<file path="src/hdl/sbmsc_cfg.svh">
// Operation
// Select bit 0: sleep instruction enters sleep
// Select bit 1: sleep instruction enters standby
// External interrupt wake leaves select bit alone
// Software clears select bit by writing 0
// Bits 6..4 choose wake settling wait
// Codes 000..101 give 8192..262144 states
// Code 110 reserved, code 111 16 states
// Software picks wait of 8/2 ms
// Standby bit 3 writable, resets to 1
// Standby bits 2..0 read 0, unwritable
// Stop bit 1 stops module, 0 releases
// Register A bit map of stopped modules
// Register B bits 7, 5 serial channels
// Register C bits 4, 3, 2 map
// Reset: A bits 7,6 zero, others one
// A top bit writable, resets 0
// Other unused stop bits writable, reset 1
// Wake: restart oscillator, wait, then resume
// Reset-type modules initialised, others retained
// Each stop bit exported, next cycle
// Sleep request reports sleep or standby
`ifndef SBMSC_CFG_SVH
`define SBMSC_CFG_SVH

`define SBMSC_ADDR_W      3
`define SBMSC_OFS_STBY    3'h0
`define SBMSC_OFS_STOP_A  3'h1
`define SBMSC_OFS_STOP_B  3'h2
`define SBMSC_OFS_STOP_C  3'h3

`define SBMSC_STBY_RST    8'h08
`define SBMSC_STBY_WMASK  8'hf8
`define SBMSC_SEL_BIT     7
`define SBMSC_WSEL_HI     6
`define SBMSC_WSEL_LO     4

`define SBMSC_STOP_A_RST  8'h3f
`define SBMSC_STOP_B_RST  8'hff
`define SBMSC_STOP_C_RST  8'hff

`define SBMSC_A_XFER      6
`define SBMSC_A_PTIMER    5
`define SBMSC_A_TLOW      4
`define SBMSC_A_PGEN      3
`define SBMSC_A_ADC       1
`define SBMSC_A_THIGH     0
`define SBMSC_B_SER0      7
`define SBMSC_B_SER2      5
`define SBMSC_C_BRK       4
`define SBMSC_C_CAN       3
`define SBMSC_C_SSU       2

// Settling waits in system clock states (8192 .. 262144, and 16)
`define SBMSC_WAIT_W      19
`define SBMSC_WAIT0       19'h02000
`define SBMSC_WAIT1       19'h04000
`define SBMSC_WAIT2       19'h08000
`define SBMSC_WAIT3       19'h10000
`define SBMSC_WAIT4       19'h20000
`define SBMSC_WAIT5       19'h40000
`define SBMSC_WAIT7       19'h00010

`endif

</file>
<file path="src/hdl/sbmsc_pkg.sv">
package sbmsc_pkg;

  typedef enum logic [1:0] {
    PWR_RUN    = 2'b00,
    PWR_SLEEP  = 2'b01,
    PWR_STBY   = 2'b10,
    PWR_SETTLE = 2'b11
  } sbmsc_state_t;

  typedef struct packed {
    logic xfer_ctrl;
    logic pulse_timer;
    logic timer_pair_low;
    logic pulse_gen;
    logic adc;
    logic timer_pair_high;
    logic serial_ch0;
    logic serial_ch2;
    logic break_ctrl;
    logic can_ctrl;
    logic sync_serial;
  } sbmsc_stop_t;

endpackage

</file>
<file path="src/hdl/sbmsc_top.sv">
`timescale 1ns/10ps
`include "sbmsc_cfg.svh"

module sbmsc_top #(
  parameter logic [`SBMSC_WAIT_W-1:0] WAIT_0 = `SBMSC_WAIT0,
  parameter logic [`SBMSC_WAIT_W-1:0] WAIT_1 = `SBMSC_WAIT1,
  parameter logic [`SBMSC_WAIT_W-1:0] WAIT_2 = `SBMSC_WAIT2,
  parameter logic [`SBMSC_WAIT_W-1:0] WAIT_3 = `SBMSC_WAIT3,
  parameter logic [`SBMSC_WAIT_W-1:0] WAIT_4 = `SBMSC_WAIT4,
  parameter logic [`SBMSC_WAIT_W-1:0] WAIT_5 = `SBMSC_WAIT5
) (
  input  wire logic                     clk,           // System clock
  input  wire logic                     reset,         // Async reset, high
  input  wire logic [`SBMSC_ADDR_W-1:0] reg_addr,      // Register address
  input  wire logic [7:0]               reg_wdata,     // Write data
  input  wire logic                     reg_wr,        // Write strobe
  input  wire logic                     reg_rd,        // Read strobe
  output logic      [7:0]               reg_rdata,     // Read data, next cycle
  input  wire logic                     sleep_req,     // Sleep instruction pulse
  input  wire logic                     irq_any,       // Any accepted interrupt
  input  wire logic                     ext_wake,      // External interrupt pulse
  output logic                          enter_sleep,   // Sleep entered pulse
  output logic                          enter_standby, // Standby entered pulse
  output logic                          cpu_halt,      // CPU halted
  output logic                          osc_stop,      // Oscillator stopped
  output logic                          settling,      // Settling wait running
  output logic                          irq_go,        // Start interrupt handling
  output logic      [7:0]               stop_a,        // Stop lines, register A
  output logic      [7:0]               stop_b,        // Stop lines, register B
  output logic      [7:0]               stop_c,        // Stop lines, register C
  output sbmsc_pkg::sbmsc_stop_t        stop_req,      // Named stop requests
  output sbmsc_pkg::sbmsc_stop_t        periph_init    // Initialise request
);

  logic [7:0] stby_ff;
  logic [7:0] nxt_stby;
  logic [7:0] stop_a_ff;
  logic [7:0] nxt_stop_a;
  logic [7:0] stop_b_ff;
  logic [7:0] nxt_stop_b;
  logic [7:0] stop_c_ff;
  logic [7:0] nxt_stop_c;
  logic [7:0] rdata_ff;
  logic [7:0] nxt_rdata;

  sbmsc_pkg::sbmsc_state_t state_ff;
  sbmsc_pkg::sbmsc_state_t nxt_state;
  logic                    irq_go_ff;
  logic                    nxt_irq_go;
  logic                    ent_sleep_ff;
  logic                    nxt_ent_sleep;
  logic                    ent_stby_ff;
  logic                    nxt_ent_stby;
  logic                    tmr_start;
  logic                    tmr_busy;
  logic                    tmr_done;
  logic                    sel_standby;
  logic [2:0]              wsel;
  logic [`SBMSC_WAIT_W-1:0] wait_len;
  logic                    stby_halt;

  // Register file
  always_comb begin
    nxt_stby   = stby_ff;
    nxt_stop_a = stop_a_ff;
    nxt_stop_b = stop_b_ff;
    nxt_stop_c = stop_c_ff;
    nxt_rdata  = 8'h00;
    if (reg_wr) begin
      unique case (reg_addr)
        // Low three bits never take write data; bit 3 stays writable
        `SBMSC_OFS_STBY:   nxt_stby = reg_wdata & `SBMSC_STBY_WMASK;
        `SBMSC_OFS_STOP_A: nxt_stop_a = reg_wdata;
        `SBMSC_OFS_STOP_B: nxt_stop_b = reg_wdata;
        `SBMSC_OFS_STOP_C: nxt_stop_c = reg_wdata;
        default: begin
        end
      endcase
    end
    if (reg_rd) begin
      unique case (reg_addr)
        `SBMSC_OFS_STBY:   nxt_rdata = stby_ff & `SBMSC_STBY_WMASK;
        `SBMSC_OFS_STOP_A: nxt_rdata = stop_a_ff;
        `SBMSC_OFS_STOP_B: nxt_rdata = stop_b_ff;
        `SBMSC_OFS_STOP_C: nxt_rdata = stop_c_ff;
        default:           nxt_rdata = 8'h00;
      endcase
    end
  end

  always_ff @(posedge clk or posedge reset) begin
    if (reset) begin
      stby_ff   <= `SBMSC_STBY_RST;
      stop_a_ff <= `SBMSC_STOP_A_RST;
      stop_b_ff <= `SBMSC_STOP_B_RST;
      stop_c_ff <= `SBMSC_STOP_C_RST;
      rdata_ff  <= 8'h00;
    end else begin
      stby_ff   <= nxt_stby;
      stop_a_ff <= nxt_stop_a;
      stop_b_ff <= nxt_stop_b;
      stop_c_ff <= nxt_stop_c;
      rdata_ff  <= nxt_rdata;
    end
  end

  assign sel_standby = stby_ff[`SBMSC_SEL_BIT];
  assign wsel        = stby_ff[`SBMSC_WSEL_HI:`SBMSC_WSEL_LO];

  // Wait lookup; software must size it for the clock source in use
  always_comb begin
    unique case (wsel)
      3'h0: wait_len = WAIT_0;
      3'h1: wait_len = WAIT_1;
      3'h2: wait_len = WAIT_2;
      3'h3: wait_len = WAIT_3;
      3'h4: wait_len = WAIT_4;
      3'h5: wait_len = WAIT_5;
      // Reserved code falls back to the code 101 wait (WAIT_5), the longest with default parameters, the safe side
      3'h6: wait_len = WAIT_5;
      3'h7: wait_len = `SBMSC_WAIT7;
    endcase
  end

  // Power state sequencing
  always_comb begin
    nxt_state     = state_ff;
    nxt_irq_go    = 1'b0;
    nxt_ent_sleep = 1'b0;
    nxt_ent_stby  = 1'b0;
    tmr_start     = 1'b0;
    unique case (state_ff)
      sbmsc_pkg::PWR_RUN: begin
        if (sleep_req) begin
          if (sel_standby) begin
            nxt_state    = sbmsc_pkg::PWR_STBY;
            nxt_ent_stby = 1'b1;
          end else begin
            nxt_state     = sbmsc_pkg::PWR_SLEEP;
            nxt_ent_sleep = 1'b1;
          end
        end
      end
      sbmsc_pkg::PWR_SLEEP: begin
        if (irq_any) begin
          nxt_state  = sbmsc_pkg::PWR_RUN;
          nxt_irq_go = 1'b1;
        end
      end
      sbmsc_pkg::PWR_STBY: begin
        // Only an external interrupt can restart the oscillator
        if (ext_wake) begin
          nxt_state = sbmsc_pkg::PWR_SETTLE;
          tmr_start = 1'b1;
        end
      end
      sbmsc_pkg::PWR_SETTLE: begin
        // Select bit is not touched here, software clears it
        if (tmr_done) begin
          nxt_state  = sbmsc_pkg::PWR_RUN;
          nxt_irq_go = 1'b1;
        end
      end
    endcase
  end

  always_ff @(posedge clk or posedge reset) begin
    if (reset) begin
      state_ff     <= sbmsc_pkg::PWR_RUN;
      irq_go_ff    <= 1'b0;
      ent_sleep_ff <= 1'b0;
      ent_stby_ff  <= 1'b0;
    end else begin
      state_ff     <= nxt_state;
      irq_go_ff    <= nxt_irq_go;
      ent_sleep_ff <= nxt_ent_sleep;
      ent_stby_ff  <= nxt_ent_stby;
    end
  end

  // Wait length is latched at start, so rewriting the field mid-wait is harmless
  sbmsc_wait_timer u_wait (
    .clk      (clk),
    .reset    (reset),
    .start    (tmr_start),
    .load_val (wait_len),
    .busy     (tmr_busy),
    .done     (tmr_done)
  );

  assign stby_halt = (state_ff == sbmsc_pkg::PWR_STBY) ||
                     (state_ff == sbmsc_pkg::PWR_SETTLE);

  assign reg_rdata     = rdata_ff;
  assign enter_sleep   = ent_sleep_ff;
  assign enter_standby = ent_stby_ff;
  assign irq_go        = irq_go_ff;
  assign cpu_halt      = state_ff != sbmsc_pkg::PWR_RUN;
  assign osc_stop      = state_ff == sbmsc_pkg::PWR_STBY;
  assign settling      = tmr_busy;

  assign stop_a = stop_a_ff;
  assign stop_b = stop_b_ff;
  assign stop_c = stop_c_ff;

  assign stop_req.xfer_ctrl       = stop_a_ff[`SBMSC_A_XFER];
  assign stop_req.pulse_timer     = stop_a_ff[`SBMSC_A_PTIMER];
  assign stop_req.timer_pair_low  = stop_a_ff[`SBMSC_A_TLOW];
  assign stop_req.pulse_gen       = stop_a_ff[`SBMSC_A_PGEN];
  assign stop_req.adc             = stop_a_ff[`SBMSC_A_ADC];
  assign stop_req.timer_pair_high = stop_a_ff[`SBMSC_A_THIGH];
  assign stop_req.serial_ch0      = stop_b_ff[`SBMSC_B_SER0];
  assign stop_req.serial_ch2      = stop_b_ff[`SBMSC_B_SER2];
  assign stop_req.break_ctrl      = stop_c_ff[`SBMSC_C_BRK];
  assign stop_req.can_ctrl        = stop_c_ff[`SBMSC_C_CAN];
  assign stop_req.sync_serial     = stop_c_ff[`SBMSC_C_SSU];

  // Retained modules never get an init; serial channels get it for
  // their status and data part only, the module decides which
  assign periph_init.xfer_ctrl       = 1'b0;
  assign periph_init.pulse_timer     = 1'b0;
  assign periph_init.timer_pair_low  = 1'b0;
  assign periph_init.pulse_gen       = 1'b0;
  assign periph_init.timer_pair_high = 1'b0;
  assign periph_init.break_ctrl      = 1'b0;
  assign periph_init.adc         = stby_halt;
  assign periph_init.can_ctrl    = stby_halt;
  assign periph_init.serial_ch0  = stby_halt || stop_req.serial_ch0;
  assign periph_init.serial_ch2  = stby_halt || stop_req.serial_ch2;
  assign periph_init.sync_serial = stby_halt || stop_req.sync_serial;

  sleep_entry_a: assert property (@(posedge clk) disable iff (reset)
    (state_ff == sbmsc_pkg::PWR_RUN) && sleep_req && !sel_standby
    |=> (state_ff == sbmsc_pkg::PWR_SLEEP) && enter_sleep && !enter_standby)
    else $error("sleep request did not enter sleep");

  standby_entry_a: assert property (@(posedge clk) disable iff (reset)
    (state_ff == sbmsc_pkg::PWR_RUN) && sleep_req && sel_standby
    |=> osc_stop && enter_standby ##1 !enter_standby)
    else $error("sleep request did not enter standby");

  select_kept_a: assert property (@(posedge clk) disable iff (reset)
    (state_ff == sbmsc_pkg::PWR_SETTLE) && tmr_done && sel_standby
    |=> (state_ff == sbmsc_pkg::PWR_RUN) && irq_go && sel_standby)
    else $error("select bit changed on wake");

  short_wait_a: assert property (@(posedge clk) disable iff (reset)
    (state_ff == sbmsc_pkg::PWR_STBY) && ext_wake && (wsel == 3'h7) && !reg_wr
    |=> (settling && !irq_go) [*8] ##1 (settling && !irq_go) [*8] ##1 irq_go && !cpu_halt)
    else $error("code 111 wait is not 16 cycles");

  wait_load_a: assert property (@(posedge clk) disable iff (reset)
    tmr_start && (wsel == 3'h0) |-> (wait_len == WAIT_0))
    else $error("code 000 wait length wrong");

  low_bits_a: assert property (@(posedge clk) disable iff (reset)
    reg_rd && (reg_addr == `SBMSC_OFS_STBY) |=> (reg_rdata[2:0] == 3'h0))
    else $error("standby low bits not zero");

  stop_write_a: assert property (@(posedge clk) disable iff (reset)
    reg_wr && (reg_addr == `SBMSC_OFS_STOP_B)
    |=> (stop_b == $past(reg_wdata)) && (stop_req.serial_ch0 == stop_b[7]))
    else $error("stop lines did not follow write");

  reset_vals_a: assert property (@(posedge clk)
    reset |-> (stop_a == `SBMSC_STOP_A_RST) && (stop_c == `SBMSC_STOP_C_RST)
    && (stby_ff == `SBMSC_STBY_RST))
    else $error("reset values wrong");

  wake_order_a: assert property (@(posedge clk) disable iff (reset)
    $rose(settling) |-> $past(osc_stop) && !osc_stop && cpu_halt)
    else $error("settling did not follow oscillator restart");

  init_serial_a: assert property (@(posedge clk) disable iff (reset)
    osc_stop |-> periph_init.sync_serial && periph_init.adc && !periph_init.pulse_gen)
    else $error("standby init requests wrong");

  stby_write_a: assert property (@(posedge clk) disable iff (reset)
    reg_wr && (reg_addr == `SBMSC_OFS_STBY)
    |=> (stby_ff[7:3] == $past(reg_wdata[7:3])) && (stby_ff[2:0] == 3'h0))
    else $error("standby register write wrong");

  read_idle_a: assert property (@(posedge clk) disable iff (reset)
    !reg_rd |=> (reg_rdata == 8'h00))
    else $error("read data not zero outside answer cycle");

  stop_a_write_a: assert property (@(posedge clk) disable iff (reset)
    reg_wr && (reg_addr == `SBMSC_OFS_STOP_A)
    |=> (stop_a == $past(reg_wdata)) && (stop_req.xfer_ctrl == stop_a[6]))
    else $error("stop register A did not follow write");

  stop_c_write_a: assert property (@(posedge clk) disable iff (reset)
    reg_wr && (reg_addr == `SBMSC_OFS_STOP_C)
    |=> (stop_c == $past(reg_wdata)) && (stop_req.can_ctrl == stop_c[3]))
    else $error("stop register C did not follow write");

  stay_stby_a: assert property (@(posedge clk) disable iff (reset)
    (state_ff == sbmsc_pkg::PWR_STBY) && !ext_wake |=> osc_stop && cpu_halt)
    else $error("standby left without external wake");

  settle_busy_a: assert property (@(posedge clk) disable iff (reset)
    (state_ff == sbmsc_pkg::PWR_SETTLE) |-> settling && cpu_halt && !osc_stop)
    else $error("settling state without running wait");

endmodule

</file>
<file path="src/hdl/sbmsc_wait_timer.sv">
`timescale 1ns/10ps
`include "sbmsc_cfg.svh"

module sbmsc_wait_timer (
  input  wire logic                     clk,      // System clock
  input  wire logic                     reset,    // Async reset, high
  input  wire logic                     start,    // Load and run
  input  wire logic [`SBMSC_WAIT_W-1:0] load_val, // Cycles to count
  output logic                          busy,     // Counting
  output logic                          done      // Last counted cycle
);

  logic [`SBMSC_WAIT_W-1:0] cnt_ff;
  logic [`SBMSC_WAIT_W-1:0] nxt_cnt;
  logic                     busy_ff;
  logic                     nxt_busy;

  always_comb begin
    nxt_cnt  = cnt_ff;
    nxt_busy = busy_ff;
    if (start) begin
      nxt_cnt  = load_val;
      nxt_busy = 1'b1;
    end else if (busy_ff) begin
      if (cnt_ff == `SBMSC_WAIT_W'h00001) begin
        nxt_busy = 1'b0;
      end else begin
        nxt_cnt = cnt_ff - `SBMSC_WAIT_W'h00001;
      end
    end
  end

  always_ff @(posedge clk or posedge reset) begin
    if (reset) begin
      cnt_ff  <= `SBMSC_WAIT_W'h00000;
      busy_ff <= 1'b0;
    end else begin
      cnt_ff  <= nxt_cnt;
      busy_ff <= nxt_busy;
    end
  end

  assign busy = busy_ff;
  assign done = busy_ff && (cnt_ff == `SBMSC_WAIT_W'h00001);

endmodule

</file>
<file path="config.mk">
export PLATFORM = sky130hd
export DESIGN_NAME = sbmsc_top
export DESIGN_NICKNAME = d
export VERILOG_FILES = /design/src/hdl/sbmsc_pkg.sv /design/src/hdl/sbmsc_top.sv /design/src/hdl/sbmsc_wait_timer.sv
export VERILOG_INCLUDE_DIRS = /design/src /design/src/hdl
export SDC_FILE = /design/constraint.sdc
export NUM_CORES = 1
export LEC_CHECK = 0
export BUFFER_PORTS_ARGS = -buffer_cell sky130_fd_sc_hd__buf_2
export CORE_UTILIZATION = 50
export CTS_CLUSTER_DIAMETER = 150
export DETAILED_ROUTE_END_ITERATION = 7
export GPL_TIMING_DRIVEN = 0
export PLACE_DENSITY = 0.83
export SYNTH_ARGS = -nofsm -noshare
export SYNTH_HDL_FRONTEND = slang
export SYNTH_SLANG_ARGS = --single-unit
export TNS_END_PERCENT = 1
</file>
<file path="constraint.sdc">
create_clock -name clk -period 2.8 [get_ports clk]
set_input_delay 0.14 -clock clk [delete_from_list [all_inputs] [get_ports clk]]
set_output_delay 0.14 -clock clk [all_outputs]
set_load 0.01 [all_outputs]
</file>
==> flow_summary.json <==
{
  "leakagePower_nw": 1.78,
  "crit_type": "reg -> reg",
  "cts.sinks": 62,
  "design.die.area_um2": 6740,
  "setup_tns_ns": 0,
  "grt_max_degree": 46,
  "yosys-top-cells-count": "39 x dfrtp_1, 29 x mux2_2, 24 x nor2_1",
  "status": "finished clean",
  "p_seq_frac": 0.413,
  "syn_inst": 292,
  "root_buffer": "clkbuf_8",
  "arrival_ns": 2.68,
  "maxCapViolations": 0,
  "synth_edf_count": 0,
  "drt_iter0_drc": 129,
  "synth_compound_area_frac": 0.102,
  "internal-power_mw": 2.33,
  "worst_slew_pin_slew_ns": 0.860,
  "cpPeakStageDelay_ns": 0.50,
  "dp_slack_ns": 0.452,
  "grt_overflow": 0,
  "async_flop_share": 1.00,
  "die_h_um": 82.1,
  "gr-usage-met3": 0.0890,
  "cts_resized": 0,
  "totalWireLength_um": 7590,
  "rsz0062_at_grt": "no",
  "ys_ff_latch": 62,
  "start_util": 0.530,
  "syn_area_per_cell_um2": 11.0,
  "synthSimpleGateAreaFrac": 0.166,
  "pwr-share-clk": 0.244,
  "critPathBufInv": 1,
  "pwr-share-comb": 0.342,
  "worst_setup_path_end_kind": "flip-flop",
  "htreeDepth": 3,
  "slowest_stage": "nor4b_1",
  "synth_top_family_by_area": "simple AND/OR/NAND/NOR gates",
  "clock_latency_ns": 0.34,
  "drtAntennaViolNets": 0,
  "ff_latch_area_um2": 1580,
  "finalNetCount": 404,
  "swShare": 0.357,
  "cts_tree": "built",
  "synthMuxAreaShare": 0.137,
  "multiInputGateArea_um2": 1430,
  "syn-cell-area_um2": 3210,
  "hpwl_um": 5320,
  "synth_flop_cell": "dfrtp_1",
  "yosysSeqAreaShare": 0.492,
  "via_per_inst": 5.55,
  "synth_top_area_share": 0.304,
  "synth_area_leaders": "dfrtp_1 30%, dfstp_2 19%, mux2_2 10%, buf_4 4.7%, mux2i_1 2.8%",
  "post-route-period-util": 0.876,
  "dr.pass1.iters": 4,
  "wl_per_cell_um": 16.5,
  "grt_pass1_vias": 2428,
  "synthAdderAreaFrac": 0.0234,
  "rows": 28,
  "cp_max_fo": 8,
  "synth-xor-area-share": 0.0109,
  "dr_total_vias": 2554,
  "power.switching_mw": 1.29,
  "drcViolationCount": 0,
  "drive_above_1_share": 0.455,
  "setup_viol": 0,
  "cts_inserted_buffers": 9,
  "fin_skew_ns": 0.0121,
  "top_usage_layer": "met2",
  "syn_to_final_growth_pct": 22.4,
  "io_pins": 78,
  "hold_viol": 0,
  "required_ns": 3.03,
  "grtUsageMet2": 0.412,
  "core_area_um2": 6060,
  "diodes": 0,
  "yosysUniqueCellTypes": 48,
  "chipWidth_um": 82.1,
  "routabilityCongestion": 0.842,
  "clkTransAtPathRegs_ns": 0.07,
  "drv_slew": 0,
  "grt_usage": 0.241,
  "slew_headroom": 0.425,
  "path_cells": "inv_1 > ha_1 > nor4b_1 > nand4_1 > nor2_2 > a31oi_1 > a211o_1",
  "nFillCells": 484,
  "yosys.area.top_type": "dfrtp_1",
  "irDropWorstVdd_mv": 0.559,
  "critPathLaunchType": "flip-flop",
  "power.density_nw_per_um2": 922,
  "worstHoldPathType": "in -> reg",
  "ys.warnings.count": 0,
  "yosys.cell_count.top_type": "dfrtp_1",
  "fin_crit_ns": 2.45,
  "cp_top_family": "simple AND/OR/NAND/NOR gates",
  "antenna_found_initial": 0,
  "portBuffers": 70,
  "met1_usage": 0.277,
  "grt_pass1_wl_um": 11900,
  "ctsLongestPathBuffers": 2,
  "fmax_mhz": 408,
  "setup_slack_ns": 0.348
}
layout make-up:
cell class	instances	area share
Clock buffer	12	0.0395
Sequential cell	62	0.402
Tap cell	75	0.0239
Timing Repair Buffer	72	0.0968
Clock inverter	4	0.0178
Multi-Input combinational cell	198	0.365
Buffer	30	0.0478
Inverter	7	0.00669
cells in the final DEF (no fill, tap or decap), types with 3 or more instances in the layout:
cell,count
o21ai_0,9
nor2_1,24
buf_4,20
xnor2_1,3
mux2i_1,9
o31ai_1,4
nor3_1,4
or3_1,8
clkbuf_8,11
conb_1,6
clkbuf_1,9
buf_2,70
a21oi_1,17
nor4_1,3
mux2_2,29
a22oi_1,3
nor2b_1,5
nand2_1,17
nand3_1,3
or2_2,6
dfrtp_1,39
o22a_1,4
ha_1,6
inv_1,6
nand2b_1,3
nand4_1,6
dfstp_2,23
final timing paths:
kind,from,endpoint,slack (ns),cells after the start
worst min-delay path,reg_wdata[0],stop_a[0]$_DFFE_PP1P_,0.06,2
worst max-delay path,u_wait.cnt_ff[1]$_DFFE_PP0P_,state_ff[0]$_DFFE_PP0P_,0.35,7
worst max register to register,u_wait.cnt_ff[1]$_DFFE_PP0P_,state_ff[0]$_DFFE_PP0P_,0.35,7
worst min register to register,stby_ff[7]$_DFFE_PP0P_,enter_sleep$_DFF_PP0_,0.52,1
max in group asynchronous,reset,stop_a[2]$_DFFE_PP1P_,1.83,4
min in group asynchronous,reset,enter_sleep$_DFF_PP0_,0.33,3
through the flow:
stage | power, mW | hold WS [ns] | cell area, µm² | std cells | util
floorplan | 2.33 | 0.257 | 3230 | 297 | -
global placement | 2.65 | 0.393 | 3670 | 442 | 0.606
detailed placement | 2.72 | 0.153 | 3690 | 443 | 0.609
CTS | 3.64 | 0.0427 | 3930 | 460 | 0.648
global route | 3.85 | 0.0567 | 3930 | 460 | 0.648
finish | 3.62 | 0.0645 | 3930 | 460 | 0.648
flip-flops by register name (all words and copies together) (netlist names):
register,count
enter_sleep,1
enter_standby,1
irq_go,1
reg_rdata,8
state_ff,2
stby_ff,5
stop_a,8
stop_b,8
stop_c,8
u_wait.busy,1
u_wait.cnt_ff,19
worst reg2reg max path: stages (launching register included):
cell,delay (ns)
dfrtp_1,0.44
inv_1,0.12
ha_1,0.14
nor4b_1,0.50
nand4_1,0.30
nor2_2,0.37
a31oi_1,0.17
a211o_1,0.31
per-layer routing:
layer | vias up | wire length, µm
met3 | 12 | 424
li1 | 1200 | -
met1 | 1255 | 3170
met4 | 0 | 117
met5 | - | 0
met2 | 87 | 3880
repair_timing:
action / CTS / global route
endpoints found under the hold margin: 17 / 0
setup buffers: 0 / 0
hold buffers: 1 / 0
power by group through the flow:
stage / registers (mW) / logic, mW / clock network, mW
after floorplan: 1.48 / 0.854 / 0
after global placement: 1.48 / 1.17 / 0
after detailed placement: 1.50 / 1.22 / 0
after CTS: 1.49 / 1.24 / 0.906
after global routing: 1.54 / 1.36 / 0.946
final: 1.50 / 1.24 / 0.885
cells by family (layout without fill, tap and decap cells):
kind of cell,Yosys count,in the layout
and+or+nand+nor,93,93
DFF,62,62
AOI/OAI and AO/OA,50,50
muxes,39,39
buffers and inverters,37,125
adders and majority gates,6,6
xor gates and xnor gates,4,4
other,1,6
No activity file was read; power rests on OpenSTA's default activity.
